<file path="src/inc/irtp_pkg.sv">
// package for the internal ram test data port
// assumes a 32-bit register port and a ram side that answers each request with ack
package irtp_pkg;

    // ========================================
    // register offsets
    localparam logic [7:0] OFF_SEL = 8'h40;
    localparam logic [7:0] OFF_CMD = 8'h44;
    localparam logic [7:0] OFF_ADDR = 8'h48;
    localparam logic [7:0] OFF_DATA_LO = 8'h4C;
    localparam logic [7:0] OFF_DATA_HI = 8'h50;

    // ========================================
    // field layout
    localparam int READY_BIT = 31;
    localparam int TEST_EN_BIT = 0;
    localparam int SEL_LSB = 1;
    localparam int SEL_W = 2;
    localparam int CMD_WR_BIT = 0;
    localparam int ADDR_W = 15;
    localparam int HI_W = 5;
    localparam int RAM_W = 37;

    // ========================================
    // reset values
    localparam logic [ADDR_W-1:0] ADDR_RST = 15'h0000;
    localparam logic [31:0] DATA_LO_RST = 32'h0000_0000;
    localparam logic [HI_W-1:0] DATA_HI_RST = 5'h00;

    // ========================================
    // ram targets
    typedef enum logic [SEL_W-1:0] {
        RAM_FIRST_DATA = 2'h0,
        RAM_EEPROM_STORE = 2'h1,
        RAM_TX_LINK = 2'h2,
        RAM_RX_LINK = 2'h3
    } irtp_ram_sel_t;

    // request to the selected ram
    typedef struct packed {
        logic req;
        logic wr;
        irtp_ram_sel_t sel;
        logic [ADDR_W-1:0] addr;
        logic [RAM_W-1:0] wdata;
    } irtp_ram_req_t;

    // answer from the selected ram
    typedef struct packed {
        logic ack;
        logic [RAM_W-1:0] rdata;
    } irtp_ram_rsp_t;

endpackage : irtp_pkg

</file>
<file path="src/hw/irtp_reg.sv">
// one resettable register field with a write strobe
// assumes core_clk domain, async active-low reset
`timescale 1ns/1ps
`default_nettype none
module irtp_reg #(
    parameter int W = 1,
    parameter logic [W-1:0] RST = '0
) (
    // clock and reset
    input wire logic core_clk,
    input wire logic rst_b,
    // load
    input wire logic we,
    input wire logic [W-1:0] d,
    // value
    output logic [W-1:0] q
);
    always_ff @(posedge core_clk or negedge rst_b) begin
        if (!rst_b) begin
            q <= RST;
        end else if (we) begin
            q <= d;
        end
    end
endmodule // irtp_reg
`default_nettype wire

</file>
<file path="src/hw/irtp_top.sv">
// internal ram test data port: register bank and access sequencer
// assumes software keeps the port to test use; ram answers with ack
//
// Functional notes
// RULE1: software sets test enable before access
// RULE2: port used only for test, not runtime
// RULE3: select field bits 2:1 picks ram
// RULE4: ready bit 31 low busy, resets high
// RULE5: read raises ready after data stored
// RULE6: a command write while idle starts one access; a command write while busy is ignored
// RULE7: software loads address and data first
// RULE8: 15-bit word address in bits 14:0
// RULE9: low data word gives write, takes read
// RULE10: software checks ready before taking result
// RULE11: high data bits 4:0 carry bits 36:32
// RULE12: test enable puts all rams in test
// RULE13: ready drops next cycle, stays until done
`timescale 1ns/1ps
`default_nettype none
module irtp_top (
    // clock and reset
    input wire logic core_clk,
    input wire logic rst_b,
    // register port
    input wire logic [7:0] reg_addr,
    input wire logic [31:0] reg_wdata,
    input wire logic reg_wr,
    input wire logic reg_rd,
    output logic [31:0] reg_rdata,
    // ram side
    output irtp_pkg::irtp_ram_req_t ram_req,
    input wire irtp_pkg::irtp_ram_rsp_t ram_rsp,
    output logic ram_test_enable
);

    // ========================================
    // state
    typedef enum logic {
        ST_IDLE,
        ST_BUSY
    } irtp_state_t;

    irtp_state_t state_q;
    logic port_ready_flag_q;
    logic [irtp_pkg::SEL_W-1:0] ram_select_q;
    logic cmd_wr_q;
    logic [irtp_pkg::ADDR_W-1:0] addr_q;
    logic [31:0] data_lo_q;
    logic [irtp_pkg::HI_W-1:0] data_hi_q;
    logic [31:0] rdata_d;
    logic we_sel;
    logic we_cmd;
    logic we_addr;
    logic we_lo;
    logic we_hi;
    logic start;
    logic done;
    logic load_rd;
    logic [31:0] lo_d;
    logic [irtp_pkg::HI_W-1:0] hi_d;

    // ========================================
    // write decode
    assign we_sel = reg_wr && (reg_addr == irtp_pkg::OFF_SEL);
    assign we_cmd = reg_wr && (reg_addr == irtp_pkg::OFF_CMD);
    assign we_addr = reg_wr && (reg_addr == irtp_pkg::OFF_ADDR);
    assign we_lo = reg_wr && (reg_addr == irtp_pkg::OFF_DATA_LO);
    assign we_hi = reg_wr && (reg_addr == irtp_pkg::OFF_DATA_HI);
    // a command write while busy is ignored
    assign start = we_cmd && (state_q == ST_IDLE); // RULE6
    assign done = (state_q == ST_BUSY) && ram_rsp.ack;
    assign load_rd = done && !cmd_wr_q;

    // ========================================
    // select register fields
    always_ff @(posedge core_clk or negedge rst_b) begin
        if (!rst_b) begin
            ram_test_enable <= 1'b0;
            ram_select_q <= irtp_pkg::RAM_FIRST_DATA;
        end else if (we_sel) begin
            ram_test_enable <= reg_wdata[irtp_pkg::TEST_EN_BIT]; // RULE12
            ram_select_q <= reg_wdata[irtp_pkg::SEL_LSB +: irtp_pkg::SEL_W];
        end
    end

    // ========================================
    // command and address registers
    irtp_reg #(.W(1), .RST(1'b0)) u_cmd (
        .core_clk(core_clk),
        .rst_b(rst_b),
        .we(start),
        .d(reg_wdata[irtp_pkg::CMD_WR_BIT]),
        .q(cmd_wr_q)
    );

    irtp_reg #(.W(irtp_pkg::ADDR_W), .RST(irtp_pkg::ADDR_RST)) u_addr (
        .core_clk(core_clk),
        .rst_b(rst_b),
        .we(we_addr),
        .d(reg_wdata[irtp_pkg::ADDR_W-1:0]), // RULE8
        .q(addr_q)
    );

    // ========================================
    // data registers, loaded by software or by a read result
    assign lo_d = load_rd ? ram_rsp.rdata[31:0] : reg_wdata; // RULE9
    assign hi_d = load_rd ? ram_rsp.rdata[irtp_pkg::RAM_W-1:32]
                          : reg_wdata[irtp_pkg::HI_W-1:0]; // RULE11

    irtp_reg #(.W(32), .RST(irtp_pkg::DATA_LO_RST)) u_lo (
        .core_clk(core_clk),
        .rst_b(rst_b),
        .we(we_lo || load_rd),
        .d(lo_d),
        .q(data_lo_q)
    );

    irtp_reg #(.W(irtp_pkg::HI_W), .RST(irtp_pkg::DATA_HI_RST)) u_hi (
        .core_clk(core_clk),
        .rst_b(rst_b),
        .we(we_hi || load_rd),
        .d(hi_d),
        .q(data_hi_q)
    );

    // ========================================
    // access sequencer
    always_ff @(posedge core_clk or negedge rst_b) begin
        if (!rst_b) begin
            state_q <= ST_IDLE;
        end else begin
            case (state_q)
                ST_IDLE: begin
                    if (start) begin
                        state_q <= ST_BUSY;
                    end
                end
                ST_BUSY: begin
                    if (ram_rsp.ack) begin
                        state_q <= ST_IDLE;
                    end
                end
                default: begin
                    state_q <= ST_IDLE;
                end
            endcase
        end
    end

    // ready falls after start, rises with read data already stored
    always_ff @(posedge core_clk or negedge rst_b) begin
        if (!rst_b) begin
            port_ready_flag_q <= 1'b1; // RULE4
        end else if (start) begin
            port_ready_flag_q <= 1'b0; // RULE13
        end else if (done) begin
            port_ready_flag_q <= 1'b1; // RULE5
        end
    end

    // ========================================
    // ram request, registered
    always_ff @(posedge core_clk or negedge rst_b) begin
        if (!rst_b) begin
            ram_req <= '0;
        end else if (start) begin
            ram_req.req <= 1'b1;
            ram_req.wr <= reg_wdata[irtp_pkg::CMD_WR_BIT]; // RULE6
            ram_req.sel <= irtp_pkg::irtp_ram_sel_t'(ram_select_q); // RULE3
            ram_req.addr <= addr_q;
            ram_req.wdata <= {data_hi_q, data_lo_q}; // RULE11
        end else if (done) begin
            ram_req.req <= 1'b0;
        end
    end

    // ========================================
    // read mux
    always_comb begin
        rdata_d = 32'h0000_0000;
        case (reg_addr)
            irtp_pkg::OFF_SEL: begin
                rdata_d[irtp_pkg::READY_BIT] = port_ready_flag_q; // RULE4
                rdata_d[irtp_pkg::SEL_LSB +: irtp_pkg::SEL_W] = ram_select_q;
                rdata_d[irtp_pkg::TEST_EN_BIT] = ram_test_enable;
            end
            irtp_pkg::OFF_CMD: begin
                rdata_d[irtp_pkg::CMD_WR_BIT] = cmd_wr_q;
            end
            irtp_pkg::OFF_ADDR: begin
                rdata_d[irtp_pkg::ADDR_W-1:0] = addr_q;
            end
            irtp_pkg::OFF_DATA_LO: begin
                rdata_d = data_lo_q;
            end
            irtp_pkg::OFF_DATA_HI: begin
                rdata_d[irtp_pkg::HI_W-1:0] = data_hi_q;
            end
            default: begin
                rdata_d = 32'h0000_0000;
            end
        endcase
    end

    always_ff @(posedge core_clk or negedge rst_b) begin
        if (!rst_b) begin
            reg_rdata <= 32'h0000_0000;
        end else if (reg_rd) begin
            reg_rdata <= rdata_d;
        end else begin
            reg_rdata <= 32'h0000_0000;
        end
    end

endmodule // irtp_top
`default_nettype wire

</file>
<file path="config.mk">
export PLATFORM = sky130hd
export DESIGN_NAME = irtp_top
export DESIGN_NICKNAME = d
export VERILOG_FILES = /design/src/inc/irtp_pkg.sv /design/src/hw/irtp_reg.sv /design/src/hw/irtp_top.sv
export SDC_FILE = /design/constraint.sdc
export NUM_CORES = 1
export LEC_CHECK = 0
export CAP_MARGIN = 20
export CORE_MARGIN = 3
export CORE_UTILIZATION = 37
export DETAILED_ROUTE_END_ITERATION = 16
export DONT_BUFFER_PORTS = 1
export HOLD_SLACK_MARGIN = 0.05
export PLACE_DENSITY = 0.54
export SLEW_MARGIN = 10
export SYNTH_ARGS = -nofsm -noshare
export SYNTH_HDL_FRONTEND = slang
export SYNTH_SLANG_ARGS = --single-unit
</file>
<file path="constraint.sdc">
create_clock -name core_clk -period 1.84 [get_ports core_clk]
set_clock_uncertainty 0.1 [all_clocks]
set_input_delay 0.368 -clock core_clk [delete_from_list [all_inputs] [get_ports core_clk]]
set_output_delay 0.368 -clock core_clk [all_outputs]
set_load 0.05 [all_outputs]
</file>
## Word level (Yosys, flattened, before mapping)

Cells that the tools add are included.
W data, S select, Z words.

- Multiplexer cells: 16
- Reduce and logical (&&, ||, !) cells: 12
- Bitwise gates (word level): 1
- Equality and inequality tests: 5

Operator list:

| operator | count |
|---|---|
| $mux W32 | 2 |
| $eq A8 B7 Y1 const B | 5 |
| $pmux W10 S2 | 1 |
| $mux W16 | 1 |
| $logic_and A1 B1 Y1 | 8 |
| $pmux W2 S4 | 1 |
| $mux W1 | 6 |
| $pmux W2 S3 | 1 |
| $mux W5 | 1 |
| $pmux W1 S5 | 1 |
| $pmux W1 S2 | 2 |
| $logic_or A1 B1 Y1 | 2 |
| $reduce_bool A2 Y1 | 1 |
| $logic_not A1 Y1 | 1 |
| $not A1 Y1 | 1 |

- Output and inout port bits: 89
- Word-level logic and storage cells: 47
- Bits in registers: 145

## Depth between registers and ports, before layout

Gate-level depths: netlist of the first run.

- Word-level depth: 5
- Gate-level depth with buffers: 7

## Cells and area by module

Synthesis of the first run repeated with hierarchy kept, for this count alone.

- Cells, all modules: 473
- Area, all modules: 6271.0 µm²

By module, submodules not included:

| module | seq. area each (µm²) | area each (µm²) | cells each | instances |
|---|---|---|---|---|
| irtp_top | 2328.5 | 4091.4 | 361 | 1 |
| irtp_reg (u_lo) | 800.8 | 1345.0 | 68 | 1 |
| irtp_reg (u_addr) | 375.4 | 613.1 | 32 | 1 |
| irtp_reg (u_hi) | 125.1 | 181.4 | 10 | 1 |
| irtp_reg (u_cmd) | 25.0 | 40.0 | 2 | 1 |

## Least setup slack after synthesis of the first run

Ideal clock, no wire load.

- Path kind: input -> register
- From: in reg_addr[1]
- To: reg ram_req[34] (netlist name)
- Setup time: 0.125 ns
- Setup slack: -0.072 ns
- Data arrival time: 1.687 ns
- Stages: 6
- Required time: 1.615 ns
- Path buffers: 2
- Cells stage by stage: nor4b_4 -> nor3b_4 -> nand3_2 -> buf_6 -> buf_6 -> mux2_4

- Word-level cells in the longest chain between the ends: 3

RTL lines:

| what | line | source |
|---|---|---|
| from (decl) | irtp_top.sv:25 | `input wire logic [7:0] reg_addr,` |
| $eq A8 B7 Y1 | irtp_top.sv:65 | `assign we_cmd = reg_wr && (reg_addr == irtp_pkg::OFF_CMD);` |
| $logic_and A1 B1 Y1 | irtp_top.sv:65 |  |
| $logic_and A1 B1 Y1 | irtp_top.sv:70 | `assign start = we_cmd && (state_q == ST_IDLE);` |
| to (decl) | irtp_top.sv:31 | `output irtp_pkg::irtp_ram_req_t ram_req,` |

No other way between the ends.
A chain may end at the register's enable or synchronous reset.

## Worst setup path after layout of the first run

- From: reg ram_req[52] (netlist name)
- To: out ram_req[52] (netlist name)

No word-level cell between the ends.

==> run metrics, run 1 <==
RSZ-0062 raised after global routing=no; CTS buffer count=17; Synth warnings=0; gr ovfl total=0; cell row count=45; most frequent cell after synthesis=dfrtp_1; Initial Util=0.384; maximum capacitance violations=0; Die H=roughly 130 um; syn_area_per_cell=~12 sq um; share of the synthesized area in the top cell type=0.608; Final Util=0.495; initial antenna violation count=0; Yosys cell types=32; WP data arrival=~1.1 ns; Die Span X=approximately 130 um; R2R cell count=4; dpl hpwl=a little under 10000 um; post-route minimum period=1.59 ns; clk_lat worst skew=0.42 ns; synthesized instance count=~480; vias in the first global route=4177; Die Area=17600 sq um; status=finished, violations left; largest net degree at the start of global routing=about 150; CP required=roughly 1.4 ns; Slew Limit Fails=0; drt via density=approximately 5.0; Clk Tree Root Cell=clkbuf_16; r2r startpoint=state_q; sequential area share after synthesis=0.613; asr flop ratio synth=1.00; Post-Layout Cell Count=between 700 and 800; Leak Pwr=roughly 3.7 nW; final hold viol count=approximately 150; first-pass GRT wire length=about 24000 um; DRT Wirelength=15000 um; via count=~3900; Fin Hold WS=-0.453 ns; routed length per instance=approximately 19 um; worst vdd ir=622 uV; power per cell area=1030 nW/um^2; maximum clock rate=~630 MHz; RR Endpoint=ram_req[46]; Starting DRT DRC Count=around 150; crit end category=primary output; Final Net Count=640; CTS tree=done; H-tree levels=4; Antenna Cells=0; DP Cell Count=679; area grow syn2layout=28.8%; largest fanout on the critical path=2; Tcrit/Tclk final=0.863; most frequent cells after synthesis=dfrtp_1, nand2_1, mux2_2; stages on the worst setup path=0; Main synth FF type=dfrtp_1; Crit Path Class=flip-flop to primary output; synth top area cells=dfrtp_1, mux2_2, mux2_4; Rel. slew slack=0.551; failing checks=hold timing; Total GRT Usage=0.176; DRC=0; Tightest Pin Transition=0.671 ns; layout cells sized above 1=0.228; # IOs=171; number of flops mapped to enable cells by yosys=0; clock buffer depth=2; post-CTS sizing=0; FF-to-FF setup slack=0.36 ns; cell taking the most area after synthesis=dfrtp_1; Syn Std Cell Area=about 5900 sq um; Yosys reg bits=between 100 and 150; post-CTS setup buffers=0; syn_nets=approximately 560; total negative slack=0 ns; cts hold-fix bufs=between 70 and 80; IO buf count=0; Worst-path clk slew=~0.060 ns; total iterations of the first detailed-routing run=6; Setup crit start kind=flip-flop; TritonCTS Sinks=approximately 150; Hold Path Class=input port to asynchronous set/reset pin; ANT nets after route=0; final setup violation count=0; gp weighted congestion=0.737; core area=15400 sq um
[cell families after synthesis]
logic type,synth area share
DFF,0.613
buffers and inverters,0.0243
and+or+nand+nor,0.128
AOI/OAI and AO/OA,0.0496
muxes,0.186
[final cells by class]
| class | count | area [sq um] |
|---|---|---|
| clock buffer | 22 | 474 |
| clock inverter | 10 | 156 |
| fill | 1379 | 7800 |
| inverter | 2 | 7.51 |
| multi-input combinational | 302 | 2160 |
| sequential | 145 | 3630 |
| tap | 211 | 264 |
| timing repair buffer | 90 | 941 |
[worst register-to-register path, delay by kind of cell (launching register included)]
kind	cells	cell delay, ns
multiplexers	1	0.33
flip-flops	1	0.40
AND/OR/NAND/NOR	2	0.33
buffers and inverters	1	0.20
[worst max-delay path by stage]
stage / from / to / slack, ns
2_1_floorplan: reg_addr[7] / ram_req[34] / -0.06
3_3_place_gp: reg_addr[7] / ram_req[49] / 0.03
3_5_place_dp: reg_addr[7] / ram_req[46] / -0.000002
4_1_cts: ram_req[52] / ram_req[52] / 0.23
5_1_grt: ram_req[52] / ram_req[52] / 0.21
6_report: ram_req[52] / ram_req[52] / 0.25
[power breakdown]
group          total (W)  switching [W]  internal, W  leakage (nW)
Clock            0.00365        0.00128      0.00237         0.310
Combinational   0.000465       0.000176     0.000289          1.48
Sequential       0.00375       0.000329      0.00342          1.95
Total            0.00786        0.00178      0.00608          3.74
[layer usage]
| layer | up-vias | track usage | part of all wire |
|---|---|---|---|
| li1 | 1811 | - | - |
| met1 | 1945 | 0.225 | 0.43 |
| met2 | 129 | 0.277 | 0.48 |
| met3 | 20 | 0.0665 | 0.072 |
| met4 | 0 | 0.0600 | 0.016 |
| met5 | - | 0 | 0 |
[state kept, by name, summed over array words and instances (netlist names)]
name and cells:
ram_req 56, reg_rdata 32, u_lo.q 32, u_addr.q 15, u_hi.q 5, ram_select_q 2
port_ready_flag_q 1, ram_test_enable 1, state_q 1
[cell usage in the layout, fill, tap and decap left out, types with 6 or more instances in the layout]
master / synthesis / layout
a22oi_1: 6 / 6
a31oi_1: 32 / 32
and2_1: 18 / 18
buf_12: 0 / 7
buf_4: 1 / 12
clkbuf_16: 0 / 17
dfrtp_1: 144 / 144
dlygate4sd3_1: 0 / 71
mux2_2: 58 / 58
mux2_4: 17 / 17
mux2i_1: 17 / 17
nand2_1: 68 / 68
nand3_1: 6 / 6
nor2_1: 52 / 52
[stage by stage]
stage / hold WS [ns] / worst slack (ns) / cell area [sq um] / total power [W]
floorplan: -0.0276 / -0.0612 / 5930 / 0.00402
global placement: -0.0222 / 0.0348 / 6290 / 0.00411
detailed placement: -0.0233 / -0.00000167 / 6290 / 0.00413
CTS: -0.478 / 0.227 / 7630 / 0.00795
global route: -0.481 / 0.213 / 7630 / 0.00818
finish: -0.453 / 0.252 / 7630 / 0.00786
No activity file was read; power rests on OpenSTA's default activity.
==> run 2: changes to the inputs <==
--- a/config.mk
+++ b/config.mk
@@ -10,7 +10,6 @@
 export CORE_UTILIZATION = 37
 export DETAILED_ROUTE_END_ITERATION = 16
 export DONT_BUFFER_PORTS = 1
-export HOLD_SLACK_MARGIN = 0.05
 export PLACE_DENSITY = 0.54
 export SLEW_MARGIN = 10
 export SYNTH_ARGS = -nofsm -noshare
==> run 2 against run 1 <==
Net effect: the run still ends with hold timing left; design area shrank 5.1%; first-iteration DRC count grew 5.4%; global-route usage shrank 0.65 points; die area is the same; sequential power is essentially flat; sequential share of layout area grew 2.6 points; total power shrank 0.90%; via count shrank 2.8%; fmax is essentially flat; critical endpoint unchanged.
==> run metrics, run 2 (synthesis results as in run 1) <==
status=finished, violations left (unchanged); largest registers=ram_req: 56 flops, reg_rdata: 32 flops, u_lo.q: 32 flops (unchanged); Total GRT Usage=0.170 (was 0.176); Slew Limit Fails=0 (unchanged); R2R cell count=4 (unchanged); final setup violation count=0 (unchanged); maximum capacitance violations=0 (unchanged); max FFs per register=56 (unchanged); routed length per instance=19.6 um (was 19.2 um); Rel. slew slack=0.616 (was 0.551); H-tree levels=4 (unchanged); largest net degree at the start of global routing=146 (unchanged); Leak Pwr=3.58 nW (was 3.74 nW); post-CTS sizing=0 (unchanged); placed inst area=6290 sq um (unchanged); Initial Util=0.384 (unchanged); worst vdd ir=621 uV (was 622 uV); layout cells sized above 1=0.244 (was 0.228); ANT nets after route=0 (unchanged); net switching power=0.00177 W (was 0.00178 W); dpl hpwl=9770 um (unchanged); cts hold-fix bufs=32 (was 71); total iterations of the first detailed-routing run=4 (was 6); Antenna Cells=0 (unchanged); Fin Hold WS=-0.454 ns (was -0.453 ns); DRC=0 (unchanged); Die Area=17600 sq um (unchanged); cell row count=45 (unchanged); maximum clock rate=630 MHz (about the same); CTS buffer count=17 (unchanged); largest fanout on the critical path=2 (unchanged); core area=15400 sq um (unchanged); Post-Place Worst Slack=-0.00000167 ns (unchanged); clk_lat worst skew=0.42 ns (about the same); RSZ-0062 raised after global routing=no (unchanged); clock buffer depth=2 (unchanged); commonest cells after routing, fill and taps aside=dfrtp_1, nand2_1, mux2_2 (was dfrtp_1, dlygate4sd3_1, nand2_1); CTS tree=done (unchanged); number of fill cells in the layout=1417 (was 1379); WP data arrival=1.12 ns (about the same); sequential power share=0.481 (was 0.476); IO buf count=0 (unchanged); drt via density=5.11 (was 4.99); Tightest Pin Transition=0.576 ns (was 0.671 ns); Int Pwr=0.00602 W (was 0.00608 W); via count=3794 (was 3905); Hold Path Class=input port to asynchronous set/reset pin (unchanged); initial antenna violation count=0 (unchanged); part of the power in combinational logic=0.050 (was 0.059); crit end category=primary output (unchanged); Starting DRT DRC Count=155 (was 147); failing checks=hold timing (unchanged); DRT Wirelength=14500 um (was 15000 um); most common cell after layout, fill and taps aside=dfrtp_1 (unchanged); Reg with most FFs=ram_req (unchanged); sw frac=0.227 (about the same); first-pass GRT wire length=23300 um (was 24100 um); FF-to-FF setup slack=0.36 ns (about the same); Final Net Count=601 (was 640); power per cell area=1080 nW/um^2 (was 1030 nW/um^2); vias in the first global route=4003 (was 4177); Die H=133 um (unchanged); CP required=1.37 ns (about the same); Finished Cell Area=7240 sq um (was 7630 sq um); area grow syn2layout=22.2% (was 28.8%); Tcrit/Tclk final=0.863 (about the same); Final WS setup=0.253 ns (was 0.252 ns); Setup crit start kind=flip-flop (unchanged); gp weighted congestion=0.737 (unchanged); proportion of power drawn by the clock network=0.470 (was 0.464); gr ovfl total=0 (unchanged); Die Span X=133 um (unchanged); area of the multi-input gates=2160 sq um (unchanged); Crit Path Class=flip-flop to primary output (unchanged); Worst-path clk slew=0.06 ns (about the same); post-route minimum period=1.59 ns (about the same); Clk Tree Root Cell=clkbuf_16 (unchanged); Reg area=3630 sq um (unchanged); RR Endpoint=ram_req[48] (was ram_req[46]); final hold viol count=145 (unchanged); r2r startpoint=state_q (unchanged); post-CTS setup buffers=0 (unchanged); TritonCTS Sinks=145 (unchanged); # IOs=171 (unchanged)
run 2: cell count changes in the layout (fill, tap and decap cells not counted):
cell           before  now
dlygate4sd3_1      71   32
run 2: metrics by stage:
| stage | utilization | hold WS (ns) | total power, W | cells | TNS, ns |
|---|---|---|---|---|---|
| 2_1_floorplan | - | -0.0276 | 0.00402 | 477 | -1.01 |
| 3_3_place_gp | 0.408 | -0.0222 | 0.00411 | 679 | 0 |
| 3_5_place_dp | 0.408 | -0.0233 | 0.00413 | 679 | -0.00000167 |
| 4_1_cts | 0.469 | -0.478 | 0.00788 | 743 | 0 |
| 5_1_grt | 0.469 | -0.481 | 0.00810 | 743 | 0 |
| 6_report | 0.469 | -0.454 | 0.00779 | 743 | 0 |
run 2: area by class of cell:
| type | instances | share of cell area |
|---|---|---|
| multi-input cells | 302 | 0.298 |
| clock buffers | 22 | 0.0655 |
| inverters | 2 | 0.00104 |
| repair buffers | 51 | 0.0760 |
| clock inverters | 10 | 0.0216 |
| flip-flops and latches | 145 | 0.501 |
| well taps | 211 | 0.0365 |
run 2: worst max-delay path by stage:
stage	startpoint	to	slack (ns)	cells past startpoint
5_1_grt	ram_req[52]	ram_req[52]	0.21	0
2_1_floorplan	reg_addr[7]	ram_req[34]	-0.06	6
6_report	ram_req[52]	ram_req[52]	0.25	0
3_3_place_gp	reg_addr[7]	ram_req[49]	0.03	5
4_1_cts	ram_req[52]	ram_req[52]	0.23	0
3_5_place_dp	reg_addr[7]	ram_req[46]	-0.000002	5
run 2: per-layer routing:
| metal | global-route usage | wire length, um | up-vias |
|---|---|---|---|
| li1 | - | - | 1738 |
| met1 | 0.220 | 6290 | 1900 |
| met2 | 0.262 | 6830 | 142 |
| met3 | 0.0665 | 1230 | 14 |
| met4 | 0.0543 | 180 | 0 |
| met5 | 0 | 0 | - |
run 2: power by group through the flow:
stage	Sequential [W]	Combinational, W	Clock (W)
2_1_floorplan	0.00374	0.000284	0
3_3_place_gp	0.00380	0.000315	0
3_5_place_dp	0.00381	0.000325	0
4_1_cts	0.00375	0.000392	0.00373
5_1_grt	0.00378	0.000441	0.00388
6_report	0.00374	0.000387	0.00366
